==> src/hdl/afc_cfg.svh <==
`ifndef AFC_CFG_SVH
`define AFC_CFG_SVH
// APB register byte offsets
`define AFC_OFF_CTRL      12'h000
`define AFC_OFF_WDATA     12'h004
`define AFC_OFF_RDATA     12'h008
`define AFC_OFF_STATUS    12'h00C
`define AFC_OFF_THRESH    12'h010
// CTRL fields (write: command kick, one at a time)
`define AFC_CMD_LSB       0
`define AFC_CMD_W         3
`define AFC_CTRL_MODE_BIT 4
`define AFC_CTRL_LEAD_BIT 5
// STATUS fields
`define AFC_ST_BUSY_BIT   0
`define AFC_ST_EMPTY_BIT  1
`define AFC_ST_FULL_BIT   2
`define AFC_ST_HALF_BIT   3
`define AFC_ST_RVAL_BIT   4
`define AFC_ST_REFUSE_BIT 5
// Widths and depth of the buffer outside
`define AFC_DATA_W        9
`define AFC_DEPTH         16384
`define AFC_THRESH_RST    9'h100
// Pin timing, ns, and cycles at 20 MHz (50 ns)
`define AFC_CLK_NS        50
`define AFC_RSS_NS        100
`define AFC_RSR_NS        100
`define AFC_RSC_NS        200
`define AFC_PULSE_NS      100
`define AFC_REL_NS        50
`define AFC_CYC(ns)       (((ns) + `AFC_CLK_NS - 1) / `AFC_CLK_NS)
`define AFC_RSS_CYC       `AFC_CYC(`AFC_RSS_NS)
`define AFC_RSR_CYC       `AFC_CYC(`AFC_RSR_NS)
`define AFC_RSC_CYC       `AFC_CYC(`AFC_RSC_NS)
`define AFC_PULSE_CYC     `AFC_CYC(`AFC_PULSE_NS)
`define AFC_REL_CYC       `AFC_CYC(`AFC_REL_NS)
`define AFC_CNT_W         4
`endif

==> src/hdl/afc_pkg.sv <==
package afc_pkg;
  typedef enum logic [2:0]
  {
    AFC_CMD_NONE   = 3'b000,
    AFC_CMD_RESET  = 3'b001,
    AFC_CMD_RST_WL = 3'b010,
    AFC_CMD_RST_RL = 3'b011,
    AFC_CMD_WRITE  = 3'b100,
    AFC_CMD_READ   = 3'b101,
    AFC_CMD_REPLAY = 3'b110
  } afc_cmd_e;

  typedef struct packed
  {
    logic       paddr_sel;
    logic [11:0] paddr;
    logic       psel;
    logic       penable;
    logic       pwrite;
    logic [31:0] pwdata;
  } afc_apb_req_s;

  typedef struct packed
  {
    logic       pready;
    logic [31:0] prdata;
    logic       pslverr;
  } afc_apb_rsp_s;

  // Strobes and control pins driven toward the buffer
  typedef struct packed
  {
    logic       write_strobe_n;
    logic       read_strobe_n;
    logic       reset_n;
    logic       first_load_or_replay;
    logic       cascade_in;
  } afc_pins_s;

  // Flags seen from the buffer, raw pin levels before the synchroniser
  typedef struct packed
  {
    logic empty_indicator_n;
    logic full_indicator_n;
    logic cascade_out_or_half_level;
  } afc_flags_s;
endpackage

==> src/hdl/afc_sync.sv <==
`timescale 1ns/1ps
// Two-flop synchroniser for the asynchronous flag and data pins
module afc_sync #(parameter int W = 1)
(
  input  wire logic         clk,   // System clock
  input  wire logic         reset, // Synchronous reset
  input  wire logic [W-1:0] d,     // Pin levels
  output logic      [W-1:0] q      // Synchronised levels
);
  logic [W-1:0] meta_r;

  always_ff @(posedge clk)
  begin
    if (reset)
    begin
      meta_r <= '0;
      q      <= '0;
    end
    else
    begin
      meta_r <= d;
      q      <= meta_r;
    end
  end
endmodule // afc_sync

==> src/hdl/afc_ctrl.sv <==
// Added by the designer: the register offsets and register access over APB.
`timescale 1ns/1ps
`include "afc_cfg.svh"
// Operation
// - Reset buffer before any write
// - Strobes high around reset release
// - Strobes high throughout replay pulse
// - Replay only within depth, single mode (code refuses replay in cascade mode only; depth is not checked)
module afc_ctrl
  import afc_pkg::*;
(
  input  wire logic            clk,        // 20 MHz clock
  input  wire logic            reset,      // Synchronous reset, high
  input  wire afc_pkg::afc_apb_req_s apb_req, // APB request
  output afc_pkg::afc_apb_rsp_s      apb_rsp, // APB response
  output afc_pkg::afc_pins_s         pins,    // Strobes to buffer
  input  wire afc_pkg::afc_flags_s   flags_pin, // Raw flag pins
  output logic [8:0]          data_in_bus, // Write data to buffer
  input  wire logic [8:0]     data_out_bus_i, // Buffer data pins in
  output logic [8:0]          data_out_bus_o, // Threshold drive out
  output logic                data_out_bus_oe // High while driving
);
  import afc_pkg::*;

  typedef enum logic [2:0]
  {
    AFC_IDLE  = 3'b000,
    AFC_SETUP = 3'b001,
    AFC_LOW   = 3'b010,
    AFC_HIGH  = 3'b011,
    AFC_RECOV = 3'b100,
    AFC_SETTL = 3'b101
  } afc_state_e;

  // ------------------------------------------------------------
  // Pin synchronisers
  // ------------------------------------------------------------
  logic [11:0] sync_q;
  afc_sync #(.W(12)) u_sync
  (
    .clk   (clk),
    .reset (reset),
    .d     ({flags_pin.empty_indicator_n,
             ~flags_pin.full_indicator_n,
             ~flags_pin.cascade_out_or_half_level,
             data_out_bus_i}),
    .q     (sync_q)
  );
  // Full and half travel inverted so a cleared synchroniser reads idle
  wire       empty_n = sync_q[11];
  wire       full_n  = ~sync_q[10];
  wire       half_n  = ~sync_q[9];
  wire [8:0] rd_pin  = sync_q[8:0];

  // ------------------------------------------------------------
  // Registers
  // ------------------------------------------------------------
  afc_state_e     state_r, state_nxt;
  afc_cmd_e       cmd_r;
  logic [`AFC_CNT_W-1:0] cnt_r;
  logic           mode_r, lead_r, was_reset_r, refuse_r, rval_r;
  logic [8:0]     wdata_r, rdata_r, thresh_r;

  wire acc   = apb_req.psel && apb_req.penable;
  wire wr_en = acc && apb_req.pwrite;
  wire [11:0] a = apb_req.paddr;
  wire sel_ctrl = (a == `AFC_OFF_CTRL);
  wire sel_wd   = (a == `AFC_OFF_WDATA);
  wire sel_rd   = (a == `AFC_OFF_RDATA);
  wire sel_st   = (a == `AFC_OFF_STATUS);
  wire sel_th   = (a == `AFC_OFF_THRESH);
  wire mapped   = sel_ctrl | sel_wd | sel_rd | sel_st | sel_th;
  wire busy     = (state_r != AFC_IDLE);
  wire [2:0] cmd_in = apb_req.pwdata[`AFC_CMD_LSB +: `AFC_CMD_W];
  wire kick     = wr_en && sel_ctrl && !busy &&
                  (cmd_in != AFC_CMD_NONE);
  // Host-side guards keep the buffer's own blocks from mattering
  wire is_write = (afc_cmd_e'(cmd_in) == AFC_CMD_WRITE);
  wire is_read  = (afc_cmd_e'(cmd_in) == AFC_CMD_READ);
  wire is_rpl   = (afc_cmd_e'(cmd_in) == AFC_CMD_REPLAY);
  wire rst_in   = (afc_cmd_e'(cmd_in) == AFC_CMD_RESET) ||
                  (afc_cmd_e'(cmd_in) == AFC_CMD_RST_WL) ||
                  (afc_cmd_e'(cmd_in) == AFC_CMD_RST_RL);
  // Mode written with the command decides, not the one before it
  wire mode_in  = apb_req.pwdata[`AFC_CTRL_MODE_BIT];
  wire refuse   = kick && ((is_write && (!full_n || !was_reset_r))
                  || (is_read && !empty_n)
                  || (is_rpl && !mode_in));
  wire start    = kick && !refuse;
  wire is_rst   = (cmd_r == AFC_CMD_RESET) ||
                  (cmd_r == AFC_CMD_RST_WL) || (cmd_r == AFC_CMD_RST_RL);
  wire cnt_done = (cnt_r == '0);

  wire [31:0] status = {26'h0000000, refuse_r, rval_r, ~half_n,
                        ~full_n, ~empty_n, busy};
  wire [31:0] rd_mux = sel_ctrl ? {26'h0000000, lead_r, mode_r, 4'h0} :
                       sel_wd   ? {23'h000000, wdata_r} :
                       sel_rd   ? {23'h000000, rdata_r} :
                       sel_th   ? {23'h000000, thresh_r} :
                       sel_st   ? status : 32'h00000000;

  assign apb_rsp = '{pready: 1'b1, prdata: rd_mux,
                     pslverr: acc && !mapped};

  // ------------------------------------------------------------
  // Sequencer
  // ------------------------------------------------------------
  logic [`AFC_CNT_W-1:0] cnt_nxt;
  always_comb
  begin
    state_nxt = state_r;
    cnt_nxt   = cnt_r;
    if (!cnt_done)
      cnt_nxt = cnt_r - 1'b1;
    case (state_r)
      AFC_IDLE:
        if (start)
        begin
          state_nxt = AFC_SETUP;
          cnt_nxt   = `AFC_CNT_W'(`AFC_RSS_CYC);
        end
      AFC_SETUP:
        if (cnt_done)
        begin
          state_nxt = AFC_LOW;
          cnt_nxt   = `AFC_CNT_W'(`AFC_PULSE_CYC);
        end
      AFC_LOW:
        if (cnt_done)
        begin
          state_nxt = AFC_HIGH;
          cnt_nxt   = `AFC_CNT_W'(`AFC_PULSE_CYC);
        end
      AFC_HIGH:
        if (cnt_done)
        begin
          state_nxt = is_rst ? AFC_RECOV : AFC_SETTL;
          cnt_nxt   = is_rst ? `AFC_CNT_W'(`AFC_RSR_CYC)
                             : `AFC_CNT_W'(`AFC_REL_CYC + 2);
        end
      AFC_RECOV:
        if (cnt_done)
        begin
          state_nxt = AFC_SETTL;
          cnt_nxt   = `AFC_CNT_W'(`AFC_RSC_CYC);
        end
      AFC_SETTL:
        if (cnt_done)
          state_nxt = AFC_IDLE;
      default:
        state_nxt = AFC_IDLE;
    endcase
  end

  // Pin levels per phase; reset low spans SETUP..HIGH
  wire in_rst   = is_rst && (state_r == AFC_SETUP ||
                  state_r == AFC_LOW || state_r == AFC_HIGH);
  wire strobe   = (state_r == AFC_LOW);
  wire w_low    = strobe && ((cmd_r == AFC_CMD_WRITE) ||
                  (cmd_r == AFC_CMD_RST_WL));
  wire r_low    = strobe && ((cmd_r == AFC_CMD_READ) ||
                  (cmd_r == AFC_CMD_RST_RL));
  // Strobes stay high during replay; only the shared pin pulses
  wire rpl_low  = strobe && (cmd_r == AFC_CMD_REPLAY);

  always_ff @(posedge clk)
  begin
    if (reset)
    begin
      state_r <= AFC_IDLE;
      cnt_r   <= '0;
    end
    else
    begin
      state_r <= state_nxt;
      cnt_r   <= cnt_nxt;
    end
  end

  always_ff @(posedge clk)
  begin
    if (reset)
    begin
      cmd_r       <= AFC_CMD_NONE;
      mode_r      <= 1'b1;
      lead_r      <= 1'b0;
      was_reset_r <= 1'b0;
      wdata_r     <= '0;
      thresh_r    <= `AFC_THRESH_RST;
      refuse_r    <= 1'b0;
    end
    else
    begin
      if (start)
        cmd_r <= afc_cmd_e'(cmd_in);
      if (wr_en && sel_ctrl && !busy)
      begin
        mode_r <= mode_in;
        lead_r <= apb_req.pwdata[`AFC_CTRL_LEAD_BIT];
      end
      if (wr_en && sel_wd && !busy)
        wdata_r <= apb_req.pwdata[8:0];
      if (wr_en && sel_th && !busy)
        thresh_r <= apb_req.pwdata[8:0];
      if (kick)
        refuse_r <= refuse;
      if (state_r == AFC_RECOV)
        was_reset_r <= 1'b1;
    end
  end

  // Read data is taken after the synchroniser has settled
  always_ff @(posedge clk)
  begin
    if (reset)
    begin
      rdata_r <= '0;
      rval_r  <= 1'b0;
    end
    else
    begin
      if (start && is_read)
        rval_r <= 1'b0;
      if (r_low && cnt_done && (cmd_r == AFC_CMD_READ))
      begin
        rdata_r <= rd_pin;
        rval_r  <= 1'b1;
      end
    end
  end

  // ------------------------------------------------------------
  // Pin drive
  // ------------------------------------------------------------
  always_ff @(posedge clk)
  begin
    if (reset)
    begin
      pins            <= '{1'b1, 1'b1, 1'b1, 1'b1, 1'b0};
      data_in_bus     <= '0;
      data_out_bus_o  <= '0;
      data_out_bus_oe <= 1'b0;
    end
    else
    begin
      pins.write_strobe_n <= !(state_nxt == AFC_LOW &&
        ((cmd_r == AFC_CMD_WRITE) || (cmd_r == AFC_CMD_RST_WL)));
      pins.read_strobe_n  <= !(state_nxt == AFC_LOW &&
        ((cmd_r == AFC_CMD_READ) || (cmd_r == AFC_CMD_RST_RL)));
      // In idle the command register is stale, so decode the kick itself
      pins.reset_n        <= !((state_nxt == AFC_SETUP ||
        state_nxt == AFC_LOW || state_nxt == AFC_HIGH) &&
        (state_r == AFC_IDLE ? rst_in : is_rst));
      pins.first_load_or_replay <= mode_r ?
        !(state_nxt == AFC_LOW && cmd_r == AFC_CMD_REPLAY)
        : !lead_r;
      pins.cascade_in     <= !mode_r;
      data_in_bus         <= wdata_r;
      // Threshold load through data pins while read pulses in reset
      data_out_bus_oe     <= is_rst && (cmd_r == AFC_CMD_RST_RL) &&
                             (state_r == AFC_LOW || state_r == AFC_HIGH);
      data_out_bus_o      <= thresh_r;
    end
  end
endmodule // afc_ctrl

==> config.mk <==
export PLATFORM = sky130hd
export DESIGN_NAME = afc_ctrl
export DESIGN_NICKNAME = d
export VERILOG_FILES = /design/src/hdl/afc_pkg.sv /design/src/hdl/afc_sync.sv /design/src/hdl/afc_ctrl.sv
export VERILOG_INCLUDE_DIRS = /design/src /design/src/hdl
export SDC_FILE = /design/constraint.sdc
export NUM_CORES = 1
export LEC_CHECK = 0
export BUFFER_PORTS_ARGS = -buffer_cell sky130_fd_sc_hd__buf_2
export CAP_MARGIN = 20
export CORE_MARGIN = 2
export CORE_UTILIZATION = 41
export DETAILED_ROUTE_END_ITERATION = 10
export HOLD_SLACK_MARGIN = 0.05
export PLACE_DENSITY = 0.64
export SETUP_SLACK_MARGIN = 0.02
export SLEW_MARGIN = 20
export SYNTH_ARGS = -nofsm -noshare
export SYNTH_HDL_FRONTEND = slang
export SYNTH_SLANG_ARGS = --single-unit
==> constraint.sdc <==
create_clock -name clk -period 5.3 [get_ports clk]
set_input_delay 0.53 -clock clk [delete_from_list [all_inputs] [get_ports clk]]
set_output_delay 0.53 -clock clk [all_outputs]
set_load 0.005 [all_outputs]
Word-level counts from Yosys, hierarchy flattened
Cells that the tools add are included.

storage, ports and cells
  register bits = 90
  input bits = 62
  output and inout bits = 58
  logic and storage cells = 133

cells by class
  $add $sub $neg = 1
  bitwise gates (word level) = 7
  reduce and logical (&&, ||, !) cells = 56
  muxes and demuxes = 24
  eq/ne operators = 24

operator list
  kind                                                   count
  two-way mux 9 bit                                      4
  logical AND 1 bit                                      25
  equality test 12 x 4 -> 1 bit (second input constant)  2
  equality test 3 x 2 -> 1 bit (second input constant)   8
  equality test 3 bit (second input constant)            8
  two-way mux 4 bit                                      5
  two-way mux 3 bit                                      6
  one-hot mux 3 bit (6 select lines)                     1
  one-hot mux 4 bit (4 select lines)                     1
  equality test 12 x 3 -> 1 bit (second input constant)  1
  equality test 12 x 5 -> 1 bit (second input constant)  1
  equality test 3 x 1 -> 1 bit (second input constant)   4
  zero test 1 bit                                        12
  zero test 12 bit                                       1
  logical OR 1 bit                                       12
  two-way mux 1 bit                                      6
  two-way mux 6 bit                                      1
  nonzero test 3 bit                                     2
  zero test 4 bit                                        1
  bitwise OR 1 bit                                       4
  subtractor 4 x 1 -> 4 bit (second input constant)      1
  zero test 3 bit                                        1
  NOT 1 bit                                              3
  nonzero test 2 bit                                     1
  OR reduction 2 bit                                     1

Longest topological paths before layout
  word-level depth = 15
  mapped depth = 8
  mapped depth without buffers = 8

Hierarchy
From an unflattened synthesis, not the netlist that was laid out.

second synthesis, totals
  cell total of the unflattened synthesis = 408
  area, all modules = 3881.2 sq um

by module, submodules not included
  module    seq. area each (sq um)  instances  cells an instance  area an instance (sq um)
  afc_ctrl  1321.3                  1          358                3188.1
  afc_sync  480.5                   1          50                 693.2

Least setup slack after synthesis
Ideal clock, no wire load.

  kind = input to output
  from = input port apb_req[44] in the netlist's numbering
  to = output port apb_rsp[1] in the netlist's numbering
  arrival = 1671 ps
  required time = 4770 ps
  setup slack = 3099 ps
  cell stages on the path = 5
  buffers on the path = 0
  cells stage by stage = nor4_1 > nand2_1 > nor3_1 > o21ai_0 > a22oi_1

RTL lines
  item                line            text
  start: declaration  afc_ctrl.sv:14  input wire afc_pkg::afc_apb_req_s apb_req,
  end: declaration    afc_ctrl.sv:15  output afc_pkg::afc_apb_rsp_s apb_rsp,

==> results.sh <==
export IMPL_status="finished clean"
export IMPL_setup_worst_path_class="in2out"
export IMPL_synthTopCellsByCount="dfxtp_1 (90), nor2b_1 (45), nand2_1 (40), nor2_1 (39), a21oi_1 (30)"
export IMPL_fin_nets=530
export IMPL_cts_buffers=9
export IMPL_fin_util_pct=47.8
export IMPL_drc=0
export IMPL_worstPathMaxFanout=9
export IMPL_irDropWorstVdd_mv=0.130
export IMPL_fmax_ghz=0.357
export IMPL_dp_cells=563
export IMPL_gp_congestion=0.862
export IMPL_min_period_over_period_pct=52.8
export IMPL_worstHoldPathType="in2reg"
export IMPL_reg2reg_depth=7
export IMPL_syn_area_sq_um=3670
export IMPL_crit_required_ns=4.77
export IMPL_clk_insertion_delay_late_ns=0.36
export IMPL_end_kind="output port"
export IMPL_cts_tree="built"
export IMPL_worstMarginPinSlew_ns=0.841
export IMPL_fin_skew_ns=0.0127
export IMPL_cts_buffer_depth=2
export IMPL_crit_arrival_ns=2.27
export IMPL_synth_ff_type="dfxtp_1"
export IMPL_antenna_found_initial=0
export IMPL_fin_ws_ns=2.50
export IMPL_port_buffer_count=71
export IMPL_synth_seq_cells=90
export IMPL_finalMaxSlewViolations=0
export IMPL_yosysWarningCount=0
export IMPL_cts_num_sinks=90
export IMPL_synthTopCellsByArea="dfxtp_1 (49%), nor2b_1 (7.7%), mux2i_1 (5.2%), buf_4 (4.9%), a21oi_1 (4.1%)"
export IMPL_ctsResizeCount=0
export IMPL_io_pins=120
export IMPL_reg2reg_slack_ns=2.98
export IMPL_rows=34
export IMPL_clock_root_buffer="clkbuf_8"
export IMPL_synth_top_cell_area_share_pct=49.1
export IMPL_vias=2805
export IMPL_dieArea_sq_um=9730
export IMPL_finalCriticalPeriod_ns=2.80
export IMPL_drtIter0Drc=117
export IMPL_cts_htree_levels=3
export IMPL_via_per_inst=4.84
export IMPL_post_route_cell_area_sq_um=4170
export IMPL_core_sq_um=8720
export IMPL_ant_nets=0
export IMPL_wirelength_um=7420
export IMPL_grt_pass1_vias=2469
export IMPL_die_h_um=98.6
export IMPL_grt_pass1_wl_um=11900
export IMPL_synthSimpleGateAreaFrac_pct=23.2
export IMPL_r2r_start="cnt_r[0]"
export IMPL_hold_violations=0
export IMPL_path_clk_slew_ns=0.08
export IMPL_hold_path_end="u_sync.meta_r[9]"
export IMPL_ys_types=50
export IMPL_hold_buffers=0
export IMPL_synth_fa_ha_area_share_pct=0.954
export IMPL_yosysMostFrequentCell="dfxtp_1"
export IMPL_initial_core_util_pct=42.1
export IMPL_drive_above_1_share_pct=20.8
export IMPL_ys_async_sr_fraction_pct=0
export IMPL_wire_per_inst_um=12.8
export IMPL_hold_depth=2
export IMPL_fp_dieW_um=98.6
export IMPL_place_worst_setup_slack_ns=2.55
export IMPL_synth_xor_area_share_pct=0.239
export IMPL_synth_edf_count=0
export IMPL_grt_use_total_pct=15.3
export IMPL_rsz0062_at_grt="no"
export IMPL_hold_path_startpoint="flags_pin[0]"
export IMPL_ys_seq_area_share_pct=49.1
export IMPL_synth_top_cell_by_area="dfxtp_1"
export IMPL_netlist_instances=404
export IMPL_fillers=863
export IMPL_first_pass_iters=4
export IMPL_max_slew_margin_rel_pct=43.9
export IMPL_p_per_area_nw_per_um2=309
export IMPL_synth_mux_area_share_pct=5.49
export IMPL_postCtsSetupRepairBufs=0
export IMPL_grt_max_degree=88
export IMPL_synth_top_family_by_area="simple AND/OR/NAND/NOR gates"
export IMPL_synth_compound_area_share_pct=12.7
export IMPL_whs_ns=0.320
export IMPL_diodes=0
export IMPL_final_cells=579
export IMPL_critPathLaunchType="input pin"
export IMPL_placed_cell_area_sq_um=3990
export IMPL_setup_violations=0
export IMPL_total_power_mw=1.29
export IMPL_p_leak_nw=1.77
export IMPL_syn_avg_cell_area_sq_um=9.09
export IMPL_areaGrowthSynthToFinish_pct=13.6
export IMPL_r2r_end="rdata_r[1]"
export IMPL_gr_total_overflow=0
export IMPL_place_hpwl_um=5210
export IMPL_timing_setup_tns_ns=0
export IMPL_max_cap_violations=0
[layout by cell type (no fill, tap or decap), types with 3 or more instances in the layout]
master and instances:
o21ai_0 12, clkbuf_8 10, nand2b_1 6, nor3_1 9
a21oi_1 30, dfxtp_1 90, nor2b_1 45, buf_2 71
nor2_1 39, nand2_1 40, nand3_1 10, and3_1 4
a211oi_1 3, mux2i_1 19, conb_1 24, a21o_1 5
a22oi_1 5, inv_1 5
[worst max-delay path, cell delays in order]
cell	delay, ns
buf_2	0.09
nor4_1	0.34
nand2_1	0.28
nor3_1	0.47
o21ai_0	0.17
a22oi_1	0.23
buf_2	0.15
[worst max-delay path by stage]
stage                     start          to  cells after the start
CTS                 apb_req[44]  apb_rsp[4]                      7
global route        apb_req[44]  apb_rsp[4]                      7
finish              apb_req[44]  apb_rsp[4]                      7
global placement    apb_req[44]  apb_rsp[4]                      7
detailed placement  apb_req[44]  apb_rsp[4]                      7
floorplan           apb_req[44]  apb_rsp[1]                      5
[where the power goes]
part / internal [mW] / switching [mW]
clock: 0.185 / 0.241
combinational: 0.0650 / 0.0921
sequential: 0.696 / 0.0118
[sequential cells by signal (all words and copies together) (netlist names), 3 cells and up]
| signal | cells |
|---|---|
| rdata_r | 9 |
| thresh_r | 9 |
| cnt_r | 4 |
| u_sync.meta_r | 12 |
| state_r | 3 |
| pins | 5 |
| cmd_r | 3 |
| data_out_bus_o | 9 |
| wdata_r | 9 |
| data_in_bus | 9 |
| u_sync.q | 12 |
[cells by family after synthesis]
| family | after synthesis |
|---|---|
| other | 2 |
| AND/OR/NAND/NOR | 164 |
| buffers and inverters | 50 |
| multiplexers | 20 |
| flip-flops | 90 |
| XOR/XNOR | 1 |
| AO/OA/AOI/OAI | 74 |
| adder cells (fa/ha/maj) | 3 |
[area by class of cell]
| type | instances | area, sq um | area share (%) |
|---|---|---|---|
| multi-input combinational | 286 | 1660 | 39.9 |
| clock buffer | 11 | 141 | 3.39 |
| timing repair buffer | 73 | 370 | 8.88 |
| inverter | 6 | 22.5 | 0.540 |
| sequential | 90 | 1800 | 43.2 |
| clock inverter | 5 | 37.5 | 0.900 |
| tap | 108 | 135 | 3.24 |
[metal layers]
metal  vias to the layer above  track usage [%]  routed length (um)
met2                       105             23.1                3270
met4                         0             7.80                 119
li1                       1449                -                   -
met1                      1243             21.0                3520
met3                         8             2.98                 502
met5                         -                0                   0
Power figures use the tool's default switching activity.
